## src/hdl/sac_pkg.sv

```systemverilog
package sac_pkg;

  // ****************************************
  // Sizes
  // ****************************************
  localparam int unsigned RES_BITS = 10;
  localparam int unsigned UPPER_BITS = 8;
  localparam int unsigned LOWER_BITS = 2;

  // ****************************************
  // Timing
  // ****************************************
  localparam int unsigned CLK_PERIOD_NS = 10;
  localparam int unsigned START_MIN_WIDTH_NS = 500;
  localparam int unsigned DONE_RISE_MAX_NS = 1500;
  localparam int unsigned CONV_MAX_NS = 30000;
  localparam int unsigned DONE_RISE_MAX_CYC = DONE_RISE_MAX_NS / CLK_PERIOD_NS;
  localparam int unsigned START_MIN_CYC =
    (START_MIN_WIDTH_NS + CLK_PERIOD_NS - 1) / CLK_PERIOD_NS;

  // ****************************************
  // Reset values and codes
  // ****************************************
  localparam logic [9:0] TRIAL_RST = 10'h000;
  localparam logic [9:0] TRIAL_MSB = 10'h200;
  localparam logic [3:0] BIT_IDX_MSB = 4'h9;
  localparam logic [3:0] BIT_IDX_RST = 4'h0;
  localparam logic DONE_N_RST = 1'b0;

  typedef enum logic [3:0] {
    ST_IDLE  = 4'b0001,
    ST_CLEAR = 4'b0010,
    ST_TRIAL = 4'b0100,
    ST_DONE  = 4'b1000
  } sac_state_type;

endpackage

```

## src/hdl/sac_sync.sv

```systemverilog
`timescale 1ns/1ps
`default_nettype none

// ****************************************
// Two-stage synchroniser
// ****************************************
module sac_sync
(
  input wire logic core_clk_i,
  input wire logic sys_rst_i,
  input wire logic async_i,
  output logic sync_o
);

  logic meta_ff;
  logic sync_ff;

  always_ff @(posedge core_clk_i)
  begin
    if (sys_rst_i)
    begin
      meta_ff <= 1'b0;
      sync_ff <= 1'b0;
    end
    else
    begin
      meta_ff <= async_i;
      sync_ff <= meta_ff;
    end
  end

  assign sync_o = sync_ff;

endmodule // sac_sync

`default_nettype wire

```

## src/hdl/sac_convert.sv

```systemverilog
`timescale 1ns/1ps
`default_nettype none

// How it works
// - Start rise resets logic, done_n high quickly
// - Trials begin on start falling edge
// - Trial bits MSB to LSB, comparator clears
// - done_n falls after last trial
// - Byte enables low drive result bits
// - Range tied low: unipolar straight binary
// - Range open: bipolar offset binary coding
// - Enables during conversion show partial result
// - Start rise clears previous result
module sac_convert
(
  input wire logic core_clk_i,
  input wire logic sys_rst_i,
  input wire logic start_i,
  input wire logic upper_byte_oe_n_i,
  input wire logic lower_byte_oe_n_i,
  input wire logic range_open_i,
  input wire logic cmp_above_i,
  output logic [9:0] dac_code_o,
  output logic bipolar_offset_o,
  output logic done_n_o,
  output logic done_n_oe_o,
  output logic [7:0] upper_data_o,
  output logic [7:0] upper_data_oe_o,
  output logic [1:0] lower_data_o,
  output logic [1:0] lower_data_oe_o
);

  // ****************************************
  // Pin synchronisers
  // ****************************************
  logic start_s;
  logic upper_rd_s;
  logic lower_rd_s;
  logic range_open_s;

  // Enables inverted so that reset leaves the buffers floating
  sac_sync u_sync_start (.core_clk_i(core_clk_i), .sys_rst_i(sys_rst_i),
    .async_i(start_i), .sync_o(start_s));
  sac_sync u_sync_upper (.core_clk_i(core_clk_i), .sys_rst_i(sys_rst_i),
    .async_i(~upper_byte_oe_n_i), .sync_o(upper_rd_s));
  sac_sync u_sync_lower (.core_clk_i(core_clk_i), .sys_rst_i(sys_rst_i),
    .async_i(~lower_byte_oe_n_i), .sync_o(lower_rd_s));
  sac_sync u_sync_range (.core_clk_i(core_clk_i), .sys_rst_i(sys_rst_i),
    .async_i(range_open_i), .sync_o(range_open_s));

  // ****************************************
  // Edge detection
  // ****************************************
  logic start_d_ff;
  wire start_rise = start_s & ~start_d_ff;
  wire start_fall = ~start_s & start_d_ff;

  // ****************************************
  // State and trial register
  // ****************************************
  sac_pkg::sac_state_type state_ff;
  sac_pkg::sac_state_type nxt_state;
  logic [9:0] trial_result_register_ff;
  logic [9:0] nxt_trial;
  logic [3:0] bit_idx_ff;
  logic [3:0] nxt_bit_idx;
  logic done_n_ff;
  logic [7:0] upper_q_ff;
  logic [1:0] lower_q_ff;

  wire [9:0] bit_mask = 10'h001 << bit_idx_ff;
  wire [9:0] trial_kept = trial_result_register_ff & ~(cmp_above_i ? bit_mask : 10'h000);
  wire [9:0] trial_next_bit = trial_kept | (bit_mask >> 1);
  wire last_trial = (bit_idx_ff == sac_pkg::BIT_IDX_RST);

  always_comb
  begin
    nxt_state = state_ff;
    nxt_trial = trial_result_register_ff;
    nxt_bit_idx = bit_idx_ff;
    if (start_rise)
    begin
      nxt_state = sac_pkg::ST_CLEAR;
      nxt_trial = sac_pkg::TRIAL_RST;
      nxt_bit_idx = sac_pkg::BIT_IDX_MSB;
    end
    else
    begin
      case (state_ff)
        sac_pkg::ST_CLEAR:
        begin
          if (start_fall)
          begin
            nxt_state = sac_pkg::ST_TRIAL;
            nxt_trial = sac_pkg::TRIAL_MSB;
          end
        end
        sac_pkg::ST_TRIAL:
        begin
          if (last_trial)
          begin
            nxt_trial = trial_kept;
            nxt_state = sac_pkg::ST_DONE;
          end
          else
          begin
            nxt_trial = trial_next_bit;
            nxt_bit_idx = bit_idx_ff - 4'h1;
          end
        end
        default:
        begin
          nxt_state = state_ff;
        end
      endcase
    end
  end

  always_ff @(posedge core_clk_i)
  begin
    if (sys_rst_i)
    begin
      start_d_ff <= 1'b0;
      state_ff <= sac_pkg::ST_IDLE;
      trial_result_register_ff <= sac_pkg::TRIAL_RST;
      bit_idx_ff <= sac_pkg::BIT_IDX_RST;
      done_n_ff <= sac_pkg::DONE_N_RST;
      upper_q_ff <= 8'h00;
      lower_q_ff <= 2'h0;
    end
    else
    begin
      start_d_ff <= start_s;
      state_ff <= nxt_state;
      trial_result_register_ff <= nxt_trial;
      bit_idx_ff <= nxt_bit_idx;
      done_n_ff <= (nxt_state != sac_pkg::ST_DONE) && (nxt_state != sac_pkg::ST_IDLE);
      upper_q_ff <= nxt_trial[9:2];
      lower_q_ff <= nxt_trial[1:0];
    end
  end

  // ****************************************
  // Outputs
  // ****************************************
  assign dac_code_o = trial_result_register_ff;
  assign bipolar_offset_o = range_open_s;
  assign done_n_o = 1'b0;
  assign done_n_oe_o = ~done_n_ff;
  assign upper_data_o = upper_q_ff;
  assign lower_data_o = lower_q_ff;
  assign upper_data_oe_o = {8{upper_rd_s}};
  assign lower_data_oe_o = {2{lower_rd_s}};

  // ****************************************
  // Checks
  // ****************************************
  property p_done_rise;
    @(posedge core_clk_i) disable iff (sys_rst_i)
      start_rise |-> ##[1:150] done_n_ff;
  endproperty
  a_done_rise: assert property (p_done_rise) else $error("done_n not high after start");

  property p_clear;
    @(posedge core_clk_i) disable iff (sys_rst_i)
      start_rise |=> trial_result_register_ff == 10'h000;
  endproperty
  a_clear: assert property (p_clear) else $error("result not cleared");

  property p_wait_fall;
    @(posedge core_clk_i) disable iff (sys_rst_i)
      (state_ff == sac_pkg::ST_CLEAR) && start_s && !start_rise |=> state_ff == sac_pkg::ST_CLEAR;
  endproperty
  a_wait_fall: assert property (p_wait_fall) else $error("trials began while start high");

  property p_msb_first;
    @(posedge core_clk_i) disable iff (sys_rst_i)
      (state_ff == sac_pkg::ST_CLEAR) && start_fall |=> trial_result_register_ff == 10'h200;
  endproperty
  a_msb_first: assert property (p_msb_first) else $error("MSB trial not first");

  // Cycles spent in trials, counted apart from the bit index
  logic [3:0] trial_cyc_ff;

  always_ff @(posedge core_clk_i)
  begin
    if (sys_rst_i)
    begin
      trial_cyc_ff <= 4'h0;
    end
    else
    begin
      trial_cyc_ff <= (state_ff == sac_pkg::ST_TRIAL) ? trial_cyc_ff + 4'h1 : 4'h0;
    end
  end

  property p_ten_cycles;
    @(posedge core_clk_i) disable iff (sys_rst_i)
      (state_ff == sac_pkg::ST_TRIAL) && !start_rise
        |=> (state_ff == sac_pkg::ST_DONE) == (trial_cyc_ff == 4'(sac_pkg::RES_BITS));
  endproperty
  a_ten_cycles: assert property (p_ten_cycles) else $error("conversion not ten cycles");

  property p_done_low;
    @(posedge core_clk_i) disable iff (sys_rst_i)
      state_ff == sac_pkg::ST_DONE |-> !done_n_ff && done_n_oe_o;
  endproperty
  a_done_low: assert property (p_done_low) else $error("done_n not low when done");

  property p_drive;
    @(posedge core_clk_i) disable iff (sys_rst_i)
      upper_rd_s |-> upper_data_oe_o == 8'hff && upper_data_o == trial_result_register_ff[9:2];
  endproperty
  a_drive: assert property (p_drive) else $error("upper byte not driven");

  property p_float;
    @(posedge core_clk_i) disable iff (sys_rst_i)
      !lower_rd_s |-> lower_data_oe_o == 2'h0;
  endproperty
  a_float: assert property (p_float) else $error("lower byte not floated");

  property p_range;
    @(posedge core_clk_i) disable iff (sys_rst_i)
      bipolar_offset_o == $past(range_open_i, 2);
  endproperty
  a_range: assert property (p_range) else $error("range mode wrong");

  c_conv: cover property (@(posedge core_clk_i) state_ff == sac_pkg::ST_DONE);
  c_partial: cover property (@(posedge core_clk_i)
    state_ff == sac_pkg::ST_TRIAL && upper_rd_s);
  c_restart: cover property (@(posedge core_clk_i)
    state_ff == sac_pkg::ST_TRIAL && start_rise);
  c_full: cover property (@(posedge core_clk_i)
    state_ff == sac_pkg::ST_DONE && trial_result_register_ff == 10'h3ff);

endmodule // sac_convert

`default_nettype wire

```

## config.mk

```make
export PLATFORM = sky130hd
export DESIGN_NAME = sac_convert
export DESIGN_NICKNAME = d
export VERILOG_FILES = /design/src/hdl/sac_pkg.sv /design/src/hdl/sac_sync.sv /design/src/hdl/sac_convert.sv
export SDC_FILE = /design/constraint.sdc
export NUM_CORES = 1
export LEC_CHECK = 0
export BUFFER_PORTS_ARGS = -buffer_cell sky130_fd_sc_hd__clkbuf_2
export CAP_MARGIN = 30
export CELL_PAD_IN_SITES_DETAIL_PLACEMENT = 1
export CELL_PAD_IN_SITES_GLOBAL_PLACEMENT = 2
export CORE_ASPECT_RATIO = 2
export CORE_MARGIN = 2
export CORE_UTILIZATION = 27
export CTS_CLUSTER_DIAMETER = 60
export CTS_CLUSTER_SIZE = 24
export DETAILED_ROUTE_END_ITERATION = 16
export PLACE_DENSITY = 0.74
export SLEW_MARGIN = 15
export SYNTH_ARGS = -nofsm -noshare
export SYNTH_HDL_FRONTEND = slang
export SYNTH_SLANG_ARGS = --single-unit
```

## constraint.sdc

```tcl
create_clock -name core_clk_i -period 1.6 [get_ports core_clk_i]
set_input_delay 0.08 -clock core_clk_i [delete_from_list [all_inputs] [get_ports core_clk_i]]
set_output_delay 0.08 -clock core_clk_i [all_outputs]
set_load 0.05 [all_outputs]
```

== Yosys cells after proc, flatten, opt, wreduce, memory -nomap -nowiden ==
Cells that the tools add are included.

* Bits in registers: 38
* Bits of input ports: 7
* Output and inout bits: 33
* Word-level logic and storage cells: 52

* $add $sub $neg: 1
* Eq/ne operators: 5
* Shift operators: 1
* Mux-type cells: 12
* Bitwise logic cells: 11
* Reduce and logical (&&, ||, !) cells: 6

{| class="wikitable"
|+ Operators with widths
! operator !! count
|-
| 10-bit 2-to-1 mux || 4
|-
| 4-bit 2-to-1 mux || 6
|-
| 10-bit one-hot mux with 2 select lines || 1
|-
| 10-bit AND || 1
|-
| 10-bit inverter || 1
|-
| 10-bit by 9-bit OR with 10-bit output || 1
|-
| 1-bit by 4-bit << shifter with 10-bit output, first input constant || 1
|-
| 4-bit one-hot mux with 2 select lines || 1
|-
| 1-bit inverter || 6
|-
| 4-bit by 2-bit == test with 1-bit output, second input constant || 1
|-
| 4-bit by 3-bit == test with 1-bit output, second input constant || 1
|-
| 4-bit zero test || 1
|-
| 4-bit by 1-bit inequality test with 1-bit output, second input constant || 1
|-
| 4-bit inequality test, second input constant || 1
|-
| 2-bit AND reduction || 2
|-
| 4-bit by 1-bit subtractor with 4-bit output, second input constant || 1
|-
| 1-bit AND || 2
|-
| 2-bit inequality test, second input constant || 1
|-
| 2-bit nonzero test || 1
|-
| 2-bit OR reduction || 1
|-
| 1-bit logical AND || 1
|}

== Logic depth before layout (Yosys ltp) ==
* Depth after elaboration: 8
* Depth in mapped cells: 6
* Depth with buffers taken out: 5

== Modules after synthesis ==
A second synthesis with hierarchy kept.

* Cell total of the unflattened synthesis: 160
* Area, all modules: 1431.4 um^2

{| class="wikitable"
|+ By module, submodules not included
! module !! times used !! cells an instance !! area an instance (um^2) !! sequential area each (um^2)
|-
| sac_convert || 1 || 144 || 1221.2 || 400.4
|-
| sac_sync || 4 || 4 || 52.6 || 40.0
|}

== Least setup slack after synthesis ==
No wires, ideal clock.

* Path type: register -> register
* Start point: register bit_idx_ff[0]
* End point: register bit_idx_ff[0]
* Setup time: 0.086 ns
* Arrival time: 1.522 ns
* Data required time: 1.514 ns
* Slack: -0.007 ns
* Stages on the path, launching flop included: 7
* Buffers on the path: 1
* Clock period less this slack: 1.607 ns
* Path through: dfxtp_1 inv_1 ha_1 or3b_1 clkbuf_1 and4_1 a211oi_1

* Longest elaborated chain between the ends: 4
* Elaborated cells between the ends (all ways): 7
* Classes of those cells: 1 x add/sub; 1 x eq/ne; 3 x mux; 2 x reduce/logical

{| class="wikitable"
|+ Ends and longest elaborated chain
! element !! RTL line !! RTL
|-
| start, declared || sac_convert.sv:65 || <nowiki>logic [3:0] bit_idx_ff;</nowiki>
|-
| start signal, assigned || sac_convert.sv:126 || <nowiki>bit_idx_ff <= sac_pkg::BIT_IDX_RST;</nowiki>
|-
| start signal, assigned || sac_convert.sv:136 || <nowiki>bit_idx_ff <= nxt_bit_idx;</nowiki>
|-
| 4-bit by 1-bit subtractor with 4-bit output || sac_convert.sv:108 || <nowiki>nxt_bit_idx = bit_idx_ff - 4'h1;</nowiki>
|-
| 4-bit 2-to-1 mux || sac_convert.sv:100 || <nowiki>if (last_trial)</nowiki>
|-
| 4-bit 2-to-1 mux || sac_convert.sv:89 || <nowiki>case (state_ff)</nowiki>
|-
| 4-bit 2-to-1 mux || sac_convert.sv:81 || <nowiki>if (start_rise)</nowiki>
|}

Parallel ways exist; a longest one is shown, timed or not. The select of a mux whose other input is x is not followed.
A chain may end at the register's enable or synchronous reset.

== Final worst setup path ==
* Start point: register bit_idx_ff[0]
* End point: register bit_idx_ff[1]

* Longest elaborated chain between the ends: 3
* Elaborated cells between the ends (all ways): 4
* Classes of those cells: 1 x add/sub; 1 x bitwise; 2 x reduce/logical

{| class="wikitable"
|+ Ends and longest elaborated chain
! element
|-
| parallel branches: the longest is 3 deep, another holds 4-bit by 1-bit subtractor with 4-bit output
|}

Parallel ways; which one is timed is not known.

==> impl_metrics.yaml <==
status:
  status: "finished, final reports clean"
worst_setup_path:
  crit_buf_inv: 2
  critPathLaunchType: "flip-flop"
  critical_path.cell_chain: "inv_1 -> ha_2 -> or3b_4 -> buf_4 -> a311oi_2"
  critical_path.max_stage_delay_ns: 0.42
  cp_top_family: "simple AND/OR/NAND/NOR gates"
  crit_fanout: 6
  critical_path_required_ns: 1.81
  arrival_ns: 1.71
  critPathCaptureType: "flip-flop"
  path_class: "flip-flop to flip-flop"
  reg2reg_depth: 5
  crit_cells: 5
  slowest_stage: "or3b_4"
yosys:
  ys_types: 40
  synth_area_sq_mm: 0.00147
  ys_seq_elements: 28
  async_flop_share_pct: 0
  synth_top_area_share_pct: 38.1
  synthFlopType: "dfxtp_1"
  yosys_warnings: 0
  synth-edff-count: 0
  synth_seq_area_share_pct: 38.1
  synth_area_leaders: "dfxtp_1 (38%), buf_4 (11%), nor2b_1 (5.1%), ha_1 (4.2%), nand4b_1 (2.4%)"
  yosysTopAreaCell: "dfxtp_1"
  synthCells: 160
  syn_area_per_cell_sq_um: 9.20
  syn_nets: 172
routing:
  viasPerCell: 4.88
  drt_iter0_markers: 33
  routed_wl_mm: 3.73
  ant_nets: 0
  drt_first_pass_iters: 2
  route.vias.total: 1240
  wl_per_cell_um: 14.7
  detail_route.drc_violations: 0
placed_design:
  place_ws_ns: 0.0163
  routabilityCongestion: 0.804
  place_area_sq_mm: 0.00169
  dpl.hpwl_mm: 2.86
  io_buffers: 38
finish:
  post-route-cell-area_sq_mm: 0.00182
  nFillCells: 636
  postLayoutCoreUtil_pct: 34.2
  area.growth.synth_to_final_pct: 23.7
  multi_input_area_sq_um: 702
  final_nets: 207
  drive_above_1_share_pct: 37.6
  seq_area_sq_um: 562
  antenna_cells: 0
timing:
  fin_worst_skew_ns: 0.00491
  fmax_ghz: 0.664
  rsz0062_at_grt: "false"
  final_max_slew_viol_count: 0
  setup_slack_ns: 0.0945
  finalHoldViolations: 0
  period_minus_slack_ns: 1.51
  setup_viol: 0
  post-route-period-util_pct: 94.1
  tns_ns: 0
global_routing:
  grt_pass1_wl_mm: 6.13
  antenna_found_initial: 0
  grt_pass1_vias: 1233
  overflow: 0
  gr-usage-all-layers_pct: 12.8
  grt_max_degree: 19
power:
  p_sw_share_pct: 25.1
  p_comb_share_pct: 12.8
  ir_worst_vdd_uv: 377
  power_leakage_nw: 0.751
  sequentialPowerShare_pct: 48.6
  intPower_w: 0.00112
  power_switching_w: 0.000374
  p_clk_share_pct: 38.5
  power.density_mw_per_mm2: 817
  total_power_w: 0.00149
hold_path:
  holdPathStages: 2
  hold_path_class: "input port to flip-flop"
floorplan:
  start_util_pct: 27.7
  coreArea_sq_mm: 0.00533
  io_pins: 40
  dieArea_sq_mm: 0.00610
  placementRows: 38
  die_y_um: 108
  die_x_um: 56.2
cts:
  path_clk_slew_ns: 0.10
  htree_levels: 1
  cts_sinks: 28
  post-cts-setup-buffers: 0
  cts-root-buf: "clkbuf_8"
  insertion_delay_ns: 0.28
  ctsLongestPathBuffers: 2
  cts_buffers: 3
  cts_tree: "built"
run:
  maxCapViolCount: 0
-- state kept, by name, indices dropped and copies added (netlist names) --
| name | cells |
|---|---|
| u_sync_lower.meta_ff | 1 |
| u_sync_start.meta_ff | 1 |
| u_sync_range.sync_o | 1 |
| start_d_ff | 1 |
| state_ff | 4 |
| dac_code_o | 10 |
| u_sync_upper.meta_ff | 1 |
| bit_idx_ff | 4 |
| u_sync_start.sync_o | 1 |
| u_sync_lower.sync_o | 1 |
| u_sync_upper.sync_o | 1 |
| u_sync_range.meta_ff | 1 |
| done_n_ff | 1 |
-- final timing paths --
check                                        from                              to  slack, ns
setup / recovery       bit_idx_ff[0]$_SDFFE_PP0P_      bit_idx_ff[1]$_SDFFE_PP0P_       0.09
hold reg to reg   u_sync_start.meta_ff$_SDFF_PP0_  u_sync_start.sync_o$_SDFF_PP0_       0.45
setup reg to reg       bit_idx_ff[0]$_SDFFE_PP0P_      bit_idx_ff[1]$_SDFFE_PP0P_       0.09
hold / removal                          sys_rst_i      bit_idx_ff[0]$_SDFFE_PP0P_       0.17
-- logic make-up after synthesis --
logic type | Yosys count | synth area share, %
DFF | 28 | 38.1
xor gates and xnor gates | 1 | 0.595
other | 1 | 0.255
buffers and inverters | 38 | 16.0
and+or+nand+nor | 52 | 23.2
AOI/OAI and AO/OA | 35 | 17.7
adders and majority gates | 5 | 4.25
-- layer usage --
layer  vias up  GRT usage [%]  share of wire [%]
li1        618              -                  -
met1       598           15.7                 44
met2        19           22.7                 52
met3         5           1.44                2.0
met4         0           4.59                1.6
met5         -              0                  0
-- cell type report --
cell class                      count  area share [%]
Tap cell                           60            4.12
Clock inverter                      1            1.65
Multi-Input combinational cell     94            38.5
Timing Repair Buffer               61            21.2
Inverter                            7            1.44
Sequential cell                    28            30.8
Clock buffer                        3            2.27
-- stage by stage --
step	hold WS, ns	cells
after floorplan	0.147	160
after global placement	0.236	246
after detailed placement	0.237	246
after CTS	0.193	254
after global routing	0.199	254
final	0.174	254
-- timing repair --
action / CTS / global route
cloned: 0 / 0
pin swaps: 0 / 1
hold endpoints to repair: 4 / 0
hold buffers: 4 / 0
resized for setup: 1 / 6
endpoints found under the setup margin: 1 / 9
-- power by group through the flow --
| stage | Clock (W) | Combinational, W | Sequential [W] |
|---|---|---|---|
| floorplan | 0 | 0.000131 | 0.000743 |
| global placement | 0 | 0.000178 | 0.000739 |
| detailed placement | 0 | 0.000180 | 0.000740 |
| CTS | 0.000600 | 0.000190 | 0.000724 |
| global route | 0.000620 | 0.000207 | 0.000726 |
| finish | 0.000574 | 0.000191 | 0.000724 |
-- cell usage in the layout, fill, tap and decap left out, drive strengths merged, types with 5 or more instances in the layout --
master  synthesis  layout
inv             7       7
a21oi           5       5
o21ai           5       5
clkbuf          5      41
nor2            6       6
nand2           7       7
o22ai           5       5
ha              5       5
dfxtp          28      28
nor2b          12      12
buf            26      19
-- synth_stat cells (all sizes together), types with 5 or more instances --
master	instances
dfxtp	28
nor2	6
ha	5
nor2b	12
clkbuf	5
a21oi	5
nand2	7
buf	26
o22ai	5
o21ai	5
inv	7
(Power assumes the default switching activity.)
